File: config.mk
export PLATFORM = sky130hd
export DESIGN_NAME = hib_ifc_regs
export DESIGN_NICKNAME = d
export VERILOG_FILES = /design/src/design/hib_ifc_pkg.sv /design/src/design/hib_ifc_regs.sv
export SDC_FILE = /design/constraint.sdc
export NUM_CORES = 1
export LEC_CHECK = 0
export BUFFER_PORTS_ARGS = -buffer_cell sky130_fd_sc_hd__buf_4
export CAP_MARGIN = 20
export CORE_ASPECT_RATIO = 1.25
export CORE_UTILIZATION = 46
export DETAILED_ROUTE_END_ITERATION = 8
export PLACE_DENSITY = 0.8
export RECOVER_POWER = 100
export SYNTH_ARGS = -nofsm -noshare
export SYNTH_HDL_FRONTEND = slang
export SYNTH_SLANG_ARGS = --single-unit
File: constraint.sdc
create_clock -name clock -period 1.7 [get_ports clock]
set_clock_uncertainty 0.2 [all_clocks]
set_input_delay 0.17 -clock clock [delete_from_list [all_inputs] [get_ports clock]]
set_output_delay 0.17 -clock clock [all_outputs]
set_load 0.005 [all_outputs]
File: src/design/hib_ifc_pkg.sv
// Constants and field layouts for the hibernate and
// interface-control register pair.
// Assumes register indices arrive on an 8-bit index port.
package hib_ifc_pkg;

    // Register indices on the control interface
    localparam logic [7:0]  SLEEP_CTRL_ADDR = 8'h05;
    localparam logic [7:0]  LINK_CTRL_ADDR  = 8'h06;

    // Reset values
    localparam logic [15:0] SLEEP_RESET     = 16'h0000;
    localparam logic [15:0] LINK_RESET      = 16'h8A00;

    // Writable bits; key-protected bits kept apart
    localparam logic [15:0] SLEEP_WR_MASK   = 16'h80FF;
    localparam logic [15:0] LINK_OPEN_MASK  = 16'hFA00;
    localparam logic [15:0] LINK_KEY_MASK   = 16'h000E;
    // Bits restored by the power state machine
    localparam logic [15:0] LINK_SM_MASK    = 16'hF200;

    // Boot configuration code that enables the pin select, bus address and done fields
    localparam logic [1:0]  BOOT_HOST_CFG   = 2'h0;

    // Two-wire bus address per select code
    localparam logic [6:0]  BUS_ADDR_0      = 7'h34;
    localparam logic [6:0]  BUS_ADDR_1      = 7'h36;
    localparam logic [6:0]  BUS_ADDR_2      = 7'h3C;
    localparam logic [6:0]  BUS_ADDR_3      = 7'h3E;

    // Watchdog action codes
    typedef enum logic [1:0] {
        WDOG_OFF       = 2'b00,
        WDOG_IRQ       = 2'b01,
        WDOG_IRQ_RST   = 2'b10,
        WDOG_TWO_STAGE = 2'b11
    } wdog_action_type;

    // Hibernate register layout, bit 15 down to 0
    typedef struct packed {
        logic       hibernate;
        logic [6:0] rsvd;
        logic       watchdog_sleep_sel;
        logic       wake_via_startup;
        logic       wake_register_clear;
        logic       sleep_sysreset_level;
        logic       sleep_interrupt_suppress;
        logic       sleep_memory_reset_level;
        logic       sleep_hyst_comparator_on;
        logic       sleep_thermal_watch_on;
    } sleep_cfg_type;

    // Interface-control register layout, bit 15 down to 0
    typedef struct packed {
        logic       alt_twowire_pin_sel;
        logic [1:0] bus_address_sel;
        logic       config_done;
        logic       reload_on_power_on;
        logic       rsvd_10;
        logic       addr_step_enable;
        logic [4:0] rsvd_8_4;
        logic       serial_out_open_drain;
        logic       four_wire_sel;
        logic       three_four_wire_sel;
        logic       rsvd_0;
    } link_cfg_type;

endpackage

File: src/design/hib_ifc_regs.sv
// Hibernate and interface-control register pair with the
// pin and function gating that those bits steer.
// Assumes a host port of synchronous index/strobe signals
// and a power state machine that issues restore pulses.
`timescale 1ns/100ps

module hib_ifc_regs
(
    input  wire logic        clock,
    input  wire logic        rst_n,
    // Host register port
    input  wire logic [7:0]  reg_addr,
    input  wire logic        reg_wr,
    input  wire logic        reg_rd,
    input  wire logic [15:0] reg_wdata,
    output logic      [15:0] reg_rdata,
    input  wire logic        key_unlocked,
    // Power state machine side
    input  wire logic        sm_restore,
    input  wire logic        power_on_event,
    input  wire logic        dev_mode,
    input  wire logic [1:0]  boot_config_status,
    output logic             hibernating,
    output logic             wake_direct_pulse,
    output logic             wake_startup_pulse,
    output logic             wake_register_clear_pulse,
    output logic             off_register_reset_en,
    output logic             load_config_pulse,
    // Watchdog gating
    input  wire logic [1:0]  watchdog_action_sel,
    output logic             watchdog_irq_en,
    output logic             watchdog_reset_first,
    output logic             watchdog_reset_second,
    // Pins and functions gated in hibernate
    input  wire logic        sysreset_req_n,
    output logic             sysreset_n,
    input  wire logic        irq_req_n,
    output logic             irq_n,
    input  wire logic        memory_reset_req_n,
    output logic             memory_reset_pin_n,
    input  wire logic        hyst_comparator_req,
    output logic             hyst_comparator_en,
    input  wire logic        thermal_watch_req,
    output logic             thermal_watch_en,
    // Control interface configuration
    output logic             alt_twowire_pins,
    output logic      [6:0]  bus_address,
    output logic             config_done,
    output logic             addr_step_enable,
    output logic             serial_data_bidir,
    input  wire logic        serial_out_data,
    output logic             serial_out_pin_o,
    output logic             serial_out_pin_oe
);

    hib_ifc_pkg::sleep_cfg_type sleep_r;
    hib_ifc_pkg::sleep_cfg_type sleep_nxt;
    hib_ifc_pkg::link_cfg_type  link_r;
    hib_ifc_pkg::link_cfg_type  link_nxt;
    logic                       first_power_r;
    logic [15:0]                link_mask;
    logic                       wr_sleep;
    logic                       wr_link;
    logic                       leaving;
    logic                       boot_host;
    logic                       four_wire_on;
    logic [1:0]                 wdog_eff;

    // Address decode
    assign wr_sleep = reg_wr && (reg_addr == hib_ifc_pkg::SLEEP_CTRL_ADDR);
    assign wr_link  = reg_wr && (reg_addr == hib_ifc_pkg::LINK_CTRL_ADDR);

    assign link_mask = key_unlocked
        ? (hib_ifc_pkg::LINK_OPEN_MASK | hib_ifc_pkg::LINK_KEY_MASK)
        : hib_ifc_pkg::LINK_OPEN_MASK;

    // Next hibernate register; host write beats the restore
    always_comb
    begin
        sleep_nxt = sleep_r;
        if (sm_restore)
        begin
            sleep_nxt.hibernate = 1'b0;
        end
        if (wr_sleep)
        begin
            sleep_nxt = hib_ifc_pkg::sleep_cfg_type'(
                (sleep_r & ~hib_ifc_pkg::SLEEP_WR_MASK)
                | (reg_wdata & hib_ifc_pkg::SLEEP_WR_MASK));
        end
    end

    // Next link register; host write beats the restore
    always_comb
    begin
        link_nxt = link_r;
        if (sm_restore)
        begin
            link_nxt = hib_ifc_pkg::link_cfg_type'(
                (link_r & ~hib_ifc_pkg::LINK_SM_MASK)
                | (hib_ifc_pkg::LINK_RESET & hib_ifc_pkg::LINK_SM_MASK));
        end
        if (wr_link)
        begin
            link_nxt = hib_ifc_pkg::link_cfg_type'(
                (link_r & ~link_mask) | (reg_wdata & link_mask));
        end
    end

    always_ff @(posedge clock or negedge rst_n)
    begin
        if (!rst_n)
        begin
            sleep_r <= hib_ifc_pkg::sleep_cfg_type'(hib_ifc_pkg::SLEEP_RESET);
        end
        else
        begin
            sleep_r <= sleep_nxt;
        end
    end

    // link register storage, defaults from reset
    always_ff @(posedge clock or negedge rst_n)
    begin
        if (!rst_n)
        begin
            link_r <= hib_ifc_pkg::link_cfg_type'(hib_ifc_pkg::LINK_RESET);
        end
        else
        begin
            link_r <= link_nxt;
        end
    end

    // Read data; unmapped index and reserved bits read zero
    always_ff @(posedge clock or negedge rst_n)
    begin
        if (!rst_n)
        begin
            reg_rdata <= 16'h0000;
        end
        else if (reg_rd)
        begin
            case (reg_addr)
                hib_ifc_pkg::SLEEP_CTRL_ADDR: reg_rdata <= sleep_r;
                hib_ifc_pkg::LINK_CTRL_ADDR:  reg_rdata <= link_r;
                default:                      reg_rdata <= 16'h0000;
            endcase
        end
    end

    // Wake requests fire with the fall of the hibernate bit
    assign leaving = sleep_r.hibernate && !sleep_nxt.hibernate;

    always_ff @(posedge clock or negedge rst_n)
    begin
        if (!rst_n)
        begin
            wake_direct_pulse         <= 1'b0;
            wake_startup_pulse        <= 1'b0;
            wake_register_clear_pulse <= 1'b0;
        end
        else
        begin
            wake_direct_pulse  <= leaving && !sleep_r.wake_via_startup;
            wake_startup_pulse <= leaving && sleep_r.wake_via_startup;
            wake_register_clear_pulse <= leaving && sleep_r.wake_register_clear;
        end
    end

    // first power-up tracker, cleared by first event
    always_ff @(posedge clock or negedge rst_n)
    begin
        if (!rst_n)
        begin
            first_power_r <= 1'b1;
        end
        else if (power_on_event)
        begin
            first_power_r <= 1'b0;
        end
    end

    // reload on power-on; dev mode forces first load
    always_ff @(posedge clock or negedge rst_n)
    begin
        if (!rst_n)
        begin
            load_config_pulse <= 1'b0;
        end
        else
        begin
            load_config_pulse <= power_on_event
                && (link_r.reload_on_power_on || (dev_mode && first_power_r));
        end
    end

    // register reset in the off state
    assign off_register_reset_en = link_r.reload_on_power_on;
    assign hibernating           = sleep_r.hibernate;

    // watchdog gated off in hibernate unless kept
    assign wdog_eff = (sleep_r.hibernate && !sleep_r.watchdog_sleep_sel)
        ? hib_ifc_pkg::WDOG_OFF : watchdog_action_sel;

    assign watchdog_irq_en       = (wdog_eff != hib_ifc_pkg::WDOG_OFF);
    assign watchdog_reset_first  = (wdog_eff == hib_ifc_pkg::WDOG_IRQ_RST);
    assign watchdog_reset_second = (wdog_eff == hib_ifc_pkg::WDOG_TWO_STAGE);

    // pin gating only while hibernating; pass-through
    // keeps normal reset and interrupt paths free of latency
    // system reset level
    assign sysreset_n = sleep_r.hibernate ? sleep_r.sleep_sysreset_level : sysreset_req_n;
    assign irq_n = (sleep_r.hibernate && sleep_r.sleep_interrupt_suppress) ? 1'b1 : irq_req_n;
    assign memory_reset_pin_n = sleep_r.hibernate ? sleep_r.sleep_memory_reset_level : memory_reset_req_n;
    assign hyst_comparator_en = sleep_r.hibernate ? sleep_r.sleep_hyst_comparator_on : hyst_comparator_req;
    assign thermal_watch_en = sleep_r.hibernate ? sleep_r.sleep_thermal_watch_on : thermal_watch_req;

    // Pin select, bus address and done fields apply only with host boot configuration
    assign boot_host = (boot_config_status == hib_ifc_pkg::BOOT_HOST_CFG);

    assign alt_twowire_pins = boot_host && link_r.alt_twowire_pin_sel;

    // address map; other boot modes use code 00
    always_comb
    begin
        case (boot_host ? link_r.bus_address_sel : 2'b00)
            2'b00:   bus_address = hib_ifc_pkg::BUS_ADDR_0;
            2'b01:   bus_address = hib_ifc_pkg::BUS_ADDR_1;
            2'b10:   bus_address = hib_ifc_pkg::BUS_ADDR_2;
            2'b11:   bus_address = hib_ifc_pkg::BUS_ADDR_3;
            default: bus_address = hib_ifc_pkg::BUS_ADDR_0;
        endcase
    end

    // loader completion flag, boot 00 only
    assign config_done = boot_host && link_r.config_done;
    assign addr_step_enable = link_r.addr_step_enable;

    assign four_wire_on = link_r.three_four_wire_sel && link_r.four_wire_sel;
    assign serial_data_bidir = link_r.three_four_wire_sel && !link_r.four_wire_sel;

    // serial out drive; open drain only pulls low
    assign serial_out_pin_o  = link_r.serial_out_open_drain ? 1'b0 : serial_out_data;
    assign serial_out_pin_oe = four_wire_on
        && (!link_r.serial_out_open_drain || !serial_out_data);

    // Checks
    hib_clear_a: assert property (
        @(posedge clock) disable iff (!rst_n)
        sm_restore && !wr_sleep |=> !sleep_r.hibernate)
        else $error("hibernate bit not cleared by restore");
    wdog_gate_a: assert property (
        @(posedge clock) disable iff (!rst_n)
        sleep_r.hibernate && !sleep_r.watchdog_sleep_sel |-> !watchdog_irq_en
            && !watchdog_reset_first && !watchdog_reset_second)
        else $error("watchdog active in hibernate");
    wake_path_a: assert property (
        @(posedge clock) disable iff (!rst_n)
        $fell(sleep_r.hibernate) |-> (wake_startup_pulse == $past(sleep_r.wake_via_startup))
            && (wake_direct_pulse != wake_startup_pulse))
        else $error("wrong wake path");
    wake_clear_a: assert property (
        @(posedge clock) disable iff (!rst_n)
        wake_register_clear_pulse |-> $fell(sleep_r.hibernate)
            && $past(sleep_r.wake_register_clear))
        else $error("register clear without wake");
    sysreset_level_a: assert property (
        @(posedge clock) disable iff (!rst_n)
        sleep_r.hibernate |-> sysreset_n == sleep_r.sleep_sysreset_level)
        else $error("system reset level wrong");
    irq_force_a: assert property (
        @(posedge clock) disable iff (!rst_n)
        !sleep_r.hibernate || !sleep_r.sleep_interrupt_suppress
            |-> irq_n == irq_req_n)
        else $error("interrupt gated outside suppression");
    irq_quiet_a: assert property (
        @(posedge clock) disable iff (!rst_n)
        sleep_r.hibernate && sleep_r.sleep_interrupt_suppress |-> irq_n)
        else $error("interrupt not suppressed in hibernate");
    memory_reset_pin_level_a: assert property (
        @(posedge clock) disable iff (!rst_n)
        sleep_r.hibernate |-> memory_reset_pin_n == sleep_r.sleep_memory_reset_level)
        else $error("memory reset level wrong");
    thermal_gate_a: assert property (
        @(posedge clock) disable iff (!rst_n)
        sleep_r.hibernate && !sleep_r.sleep_thermal_watch_on |-> !thermal_watch_en)
        else $error("thermal watch on in hibernate");
    addr_map_a: assert property (
        @(posedge clock) disable iff (!rst_n)
        boot_host && link_r.bus_address_sel == 2'b10 |-> bus_address == 7'h3C)
        else $error("bus address map wrong");

    key_guard_a: assert property (
        @(posedge clock) disable iff (!rst_n)
        !key_unlocked |=> $stable(link_r.serial_out_open_drain))
        else $error("drive type changed while locked");

    step_restore_a: assert property (
        @(posedge clock) disable iff (!rst_n)
        sm_restore && !wr_link |=> link_r.addr_step_enable && link_r.alt_twowire_pin_sel)
        else $error("restore missed link defaults");

endmodule

After elaboration in Yosys (flattened, before gate mapping)
Index checks and enable logic that the tools add are counted.
W data, S select, Z words.
Storage, ports and cells
  bits in registers: 53
  input bits: 42
  output and inout bits: 43
  word-level logic and storage cells: 81
Operators by class
  eq/ne operators: 7
  mux-type cells: 15
  bitwise gates (word level): 5
  reduce and logical (&&, ||, !) cells: 27
Operator list (count)
  $mux W16: 3
  $and A16 B16 Y16: 2
  $pmux W16 S2: 1
  $pmux W7 S4: 1
  $eq A8 B3 Y1 const B: 2
  $not A16 Y16: 1
  $or A15 B16 Y16: 1
  $or A16 B16 Y16: 1
  $logic_and A1 B1 Y1: 15
  $eq A2 B2 Y1 const B: 4
  $mux W1: 7
  $logic_not A1 Y1: 6
  $logic_not A2 Y1: 2
  $mux W2: 2
  $mux W4: 1
  $reduce_bool A2 Y1: 2
  $eq A2 B1 Y1 const B: 1
  $logic_or A1 B1 Y1: 2

Depth between registers and ports, before layout
  depth in word-level cells: 6
  depth in mapped cells: 4
  depth with buffers taken out: 3

Worst setup path after synthesis
No wires, ideal clock.
  path type: input to register
  start: input reg_addr[1]
  end: register wake_register_clear_pulse
  setup time: 0.138 ns
  arrival time: 1.111 ns
  data required time: 1.362 ns
  path slack: 0.250 ns
  cell stages on the path: 3
  buffers on the path: 0
  path through: or4b_1 -> nor3_2 -> nor3_1
On the way
  cells in the longest elaborated chain, start to end: 6
RTL lines
  from (decl): RTL line hib_ifc_regs.sv:12  | input wire logic [7:0] reg_addr,
  $eq A8 B3 Y1: RTL line hib_ifc_regs.sv:70  | assign wr_sleep = reg_wr && (reg_addr == hib_ifc_pkg::SLEEP_CTRL_ADDR);
  $logic_and A1 B1 Y1: RTL line hib_ifc_regs.sv:70
  $mux W16: RTL line hib_ifc_regs.sv:85  | if (wr_sleep)
  $logic_not A1 Y1: RTL line hib_ifc_regs.sv:153  | assign leaving = sleep_r.hibernate && !sleep_nxt.hibernate;
  $logic_and A1 B1 Y1: RTL line hib_ifc_regs.sv:153
  $logic_and A1 B1 Y1: RTL line hib_ifc_regs.sv:167  | wake_register_clear_pulse <= leaving && sleep_r.wake_register_clear;
  to (signal assigned): RTL line hib_ifc_regs.sv:167
  to (decl): RTL line hib_ifc_regs.sv:26  | output logic wake_register_clear_pulse,
Every way passes these cells.
A chain may end at the register's enable or synchronous reset.

Final worst setup path
  start: register sleep_r, in the netlist hibernating
  end: output hyst_comparator_en
On the way
  cells in the longest elaborated chain, start to end: 1
RTL lines
  from (decl): RTL line hib_ifc_regs.sv:56  | hib_ifc_pkg::sleep_cfg_type sleep_r;
  from (signal assigned): RTL line hib_ifc_regs.sv:114  | sleep_r <= hib_ifc_pkg::sleep_cfg_type'(hib_ifc_pkg::SLEEP_RESET);
  from (signal assigned): RTL line hib_ifc_regs.sv:118  | sleep_r <= sleep_nxt;
  $mux W1: RTL line hib_ifc_regs.sv:216  | assign hyst_comparator_en = sleep_r.hibernate ? sleep_r.sleep_hyst_comparator_on : hyst_comparator_req;
  to (decl): RTL line hib_ifc_regs.sv:42  | output logic hyst_comparator_en,
Every way passes these cells.

==> metrics.md <==
| Metric | Value |
|---|---|
| DIE WIDTH | `57.4 microns` |
| Number of flip-flops under the largest register name | `15` |
| Via count | `1,503` |
| Start point of the critical path | `hibernating` |
| Total Power | `1730 uW` |
| Most common cell after layout, fill and taps aside | `sky130_fd_sc_hd__buf_4` |
| Largest regs | `reg_rdata x15, sleep_r x8, link_r x7` |
| Area of the core | `0.00357 sq mm` |
| Crit path setup slack, layout | `0.0333 ns` |
| Wirelength, routed | `4450 microns` |
| Number of distinct standard cells referenced by the synthesized netlist | `33` |
| Arrival time at the worst endpoint | `1.30 ns` |
| Switching power as a share of total power | `22.5%` |
| Hold Path Depth | `3` |
| P per Cell Area | `659 mW/mm^2` |
| Share of total power in combinational logic | `12.6%` |
| Net switching power of the design | `389 uW` |
| Unrepaired setup endpoints after global routing | `yes` |
| Register-to-Register Setup Slack | `0.39 ns` |
| Top-level I/O count | `85` |
| Final HPWL from detailed placement | `3220 microns` |
| Total number of yosys warnings | `0` |
| Total count of max-transition violations in the final report | `0` |
| Share of final-layout standard cells stronger than drive strength 1 | `48.1%` |
| Violated checks | `DRC` |
| Post-detailed-route via-to-cell ratio | `5.45` |
| Area share of the leading cell type in the synthesized netlist | `48.2%` |
| Drt wl/cell | `16.1 microns` |
| Post-route clock period utilization | `98.0%` |
| Vertical extent of the die | `71.2 microns` |
| Part of the Yosys area used for sequential elements | `54.2%` |
| Hold Crit Endpoint | `sleep_r[6]` |
| Part of the power in the clock network | `33.6%` |
| Total iterations of the first detailed-routing run | `6` |
| Most used DFF post-synth | `sky130_fd_sc_hd__dfrtp_1` |
| Standby leakage power | `0.00134 uW` |
| Nature of the critical path startpoint | `flop` |
| Number of nets in the finished design | `278` |
| Synth top area cells | `sky130_fd_sc_hd__dfrtp_1 (48%), sky130_fd_sc_hd__mux2_2 (12%), sky130_fd_sc_hd__dfstp_2 (6.0%)` |
| Sinks on Clock Net | `38` |
| Worst stage delay on the critical path | `0.51 ns` |
| Cells along the critical path | `mux2_2 -> buf_4` |
| Number of remaining DRC errors | `8` |
| Cell-internal power | `1340 uW` |
| Shortest clock period the worst path allows after layout | `1.67 ns` |
| Normalized max-slew margin | `38.2%` |
| Pre-CTS setup slack | `-0.0606 ns` |
| Slowest-stage cell, CP | `sky130_fd_sc_hd__dfrtp_2` |
| Area of the die | `0.00409 sq mm` |
| Critical path data required time | `1.33 ns` |
| Number of antenna violations at the first check in global routing | `0` |
| Type of the worst setup path | `reg -> out` |
| Mean cell area of the mapped netlist | `13.0 sq um` |
| Total congestion overflow | `0` |
| Highest ir drop seen on vdd | `0.585 mV` |
| Largest net degree at the start of global routing | `39` |
| Via count of the first global-routing pass | `1,465` |
| Sequential power share | `53.8%` |
| Capturing element type of the critical path | `output port` |
| Root Buffer | `sky130_fd_sc_hd__clkbuf_8` |
| Mapped cell area | `0.00176 sq mm` |
| Skew-Pair Late Insertion Delay | `0.29 ns` |
| Total CTS buffers | `5` |
| Clock tree from TritonCTS | `yes` |
| Share of flip-flops with an asynchronous set or reset after synthesis | `100%` |
| Total routing resource utilization after global routing | `23.2%` |
| Type of the most critical hold path | `in -> reg` |
| EDFF count, synth | `0` |
| CTS clk-pin slew, worst paths | `0.07 ns` |
| Worst Path Max Fanout | `10` |
| Synth Register Bits | `38` |
| DRC violation total after the first TritonRoute iteration | `51` |
| Diode count | `0` |
| Number of setup violations in the final report | `0` |
| Wire length of the first global-routing pass | `7060 microns` |
| Area growth from synthesis to layout | `48.5%` |
| RePlAce Congestion | `0.771` |
| Critical R2R Capture | `reg_rdata[15]` |
| Max-capacitance violation count | `0` |
| Maximum achievable frequency | `600 MHz` |
| Deepest clock path buffer count | `2` |
| Min Hold Slack | `0.147 ns` |
| Startpoint of the lowest-slack register-to-register path | `hibernating` |
| Hold violation total from the final report | `0` |
| Number of I/O port buffers | `77` |
| Worst slew pin tran | `0.926 ns` |
| Top library cells by usage in the layout, fill and taps aside | `sky130_fd_sc_hd__buf_4 (56), sky130_fd_sc_hd__dfrtp_1 (33), sky130_fd_sc_hd__clkbuf_4 (21)` |
| H-tree Lvls | `2` |
| Cell type contributing the most total cell area after synthesis | `sky130_fd_sc_hd__dfrtp_1` |
| Post-route antenna net violation count | `0` |
| Status | `complete, but fails checks` |
| Logic depth of the worst register-to-register path | `2` |
| Row count | `24` |
| Filler cell count | `239` |
| Cells after Synth | `136` |
| Initial Utilization | `49.4%` |
| Beginning of the worst hold path | `reg_wr` |
| Register with the highest flop count | `reg_rdata` |
| TNS Setup | `0 ns` |
-- worst max-delay path: cells and delay by family (launching register included) --
family                 cells  cell delay [ns]
buffers and inverters      1             0.13
DFF                        1             0.51
muxes                      1             0.37
-- logic make-up after synthesis --
family,count (synthesis),synth area share [%]
compound gates,20,9.65
simple gates,43,18.4
buf+inv,12,4.04
mux,21,13.3
flops,38,54.2
other cells,2,0.426
-- through the flow --
| stage | util (%) | cell area, sq um | instances |
|---|---|---|---|
| floorplan | - | 1780 | 139 |
| global placement | 66.0 | 2360 | 248 |
| detailed placement | 66.0 | 2360 | 248 |
| CTS | 73.3 | 2620 | 274 |
| global route | 73.3 | 2620 | 276 |
| finish | 73.3 | 2620 | 276 |
-- worst max-delay path by stage --
stage	slack, ns	to	cells past startpoint
2_1_floorplan	0.25	wake_register_clear_pulse	3
3_3_place_gp	0.004	sleep_r[3]	4
3_5_place_dp	-0.06	wake_direct_pulse	4
4_1_cts	0.008	hyst_comparator_en	2
5_1_grt	-0.02	hyst_comparator_en	2
6_report	0.03	hyst_comparator_en	2
-- Yosys cell counts (3+ instances only) --
cell type / instances
sky130_fd_sc_hd__buf_4: 7
sky130_fd_sc_hd__nor2b_1: 13
sky130_fd_sc_hd__and2_1: 4
sky130_fd_sc_hd__dfstp_2: 4
sky130_fd_sc_hd__mux2_2: 19
sky130_fd_sc_hd__a22o_1: 10
sky130_fd_sc_hd__a221o_1: 4
sky130_fd_sc_hd__nand2_1: 5
sky130_fd_sc_hd__dfrtp_1: 34
sky130_fd_sc_hd__inv_1: 3
sky130_fd_sc_hd__nor2_1: 5
-- routing by layer --
metal	GRT usage [%]	vias up	part of all wire, %
met1	28.0	738	39
met2	38.8	76	52
li1	-	681	-
met3	5.23	8	7.2
met5	0	-	0
met4	11.7	0	2.0
-- power groups by stage --
stage | Combinational (uW) | Clock (uW) | Sequential, uW
2_1_floorplan | 58.5 | 0 | 944
3_3_place_gp | 177 | 0 | 946
3_5_place_dp | 184 | 0 | 947
4_1_cts | 218 | 599 | 930
5_1_grt | 235 | 636 | 930
6_report | 217 | 580 | 930
-- timing repair --
action / 4_1_cts / 5_1_grt
setup buffers: 0 / 1
setup endpoints to repair: 8 / 4
resized for setup: 1 / 0
pin swaps: 0 / 0
hold buffers: 18 / 1
endpoints found under the hold margin: 58 / 1
-- area by class of cell --
cell class              instances  area (sq um)  share of cell area (%)
multi-input cells              89           742                    28.3
clock buffers                   8          80.1                    3.06
repair buffers                 99           781                    29.8
well taps                      39          48.8                    1.86
inverters                       3          11.3                   0.430
flip-flops and latches         38           957                    36.5
Note: power is estimated with default switching activity, not from simulation.
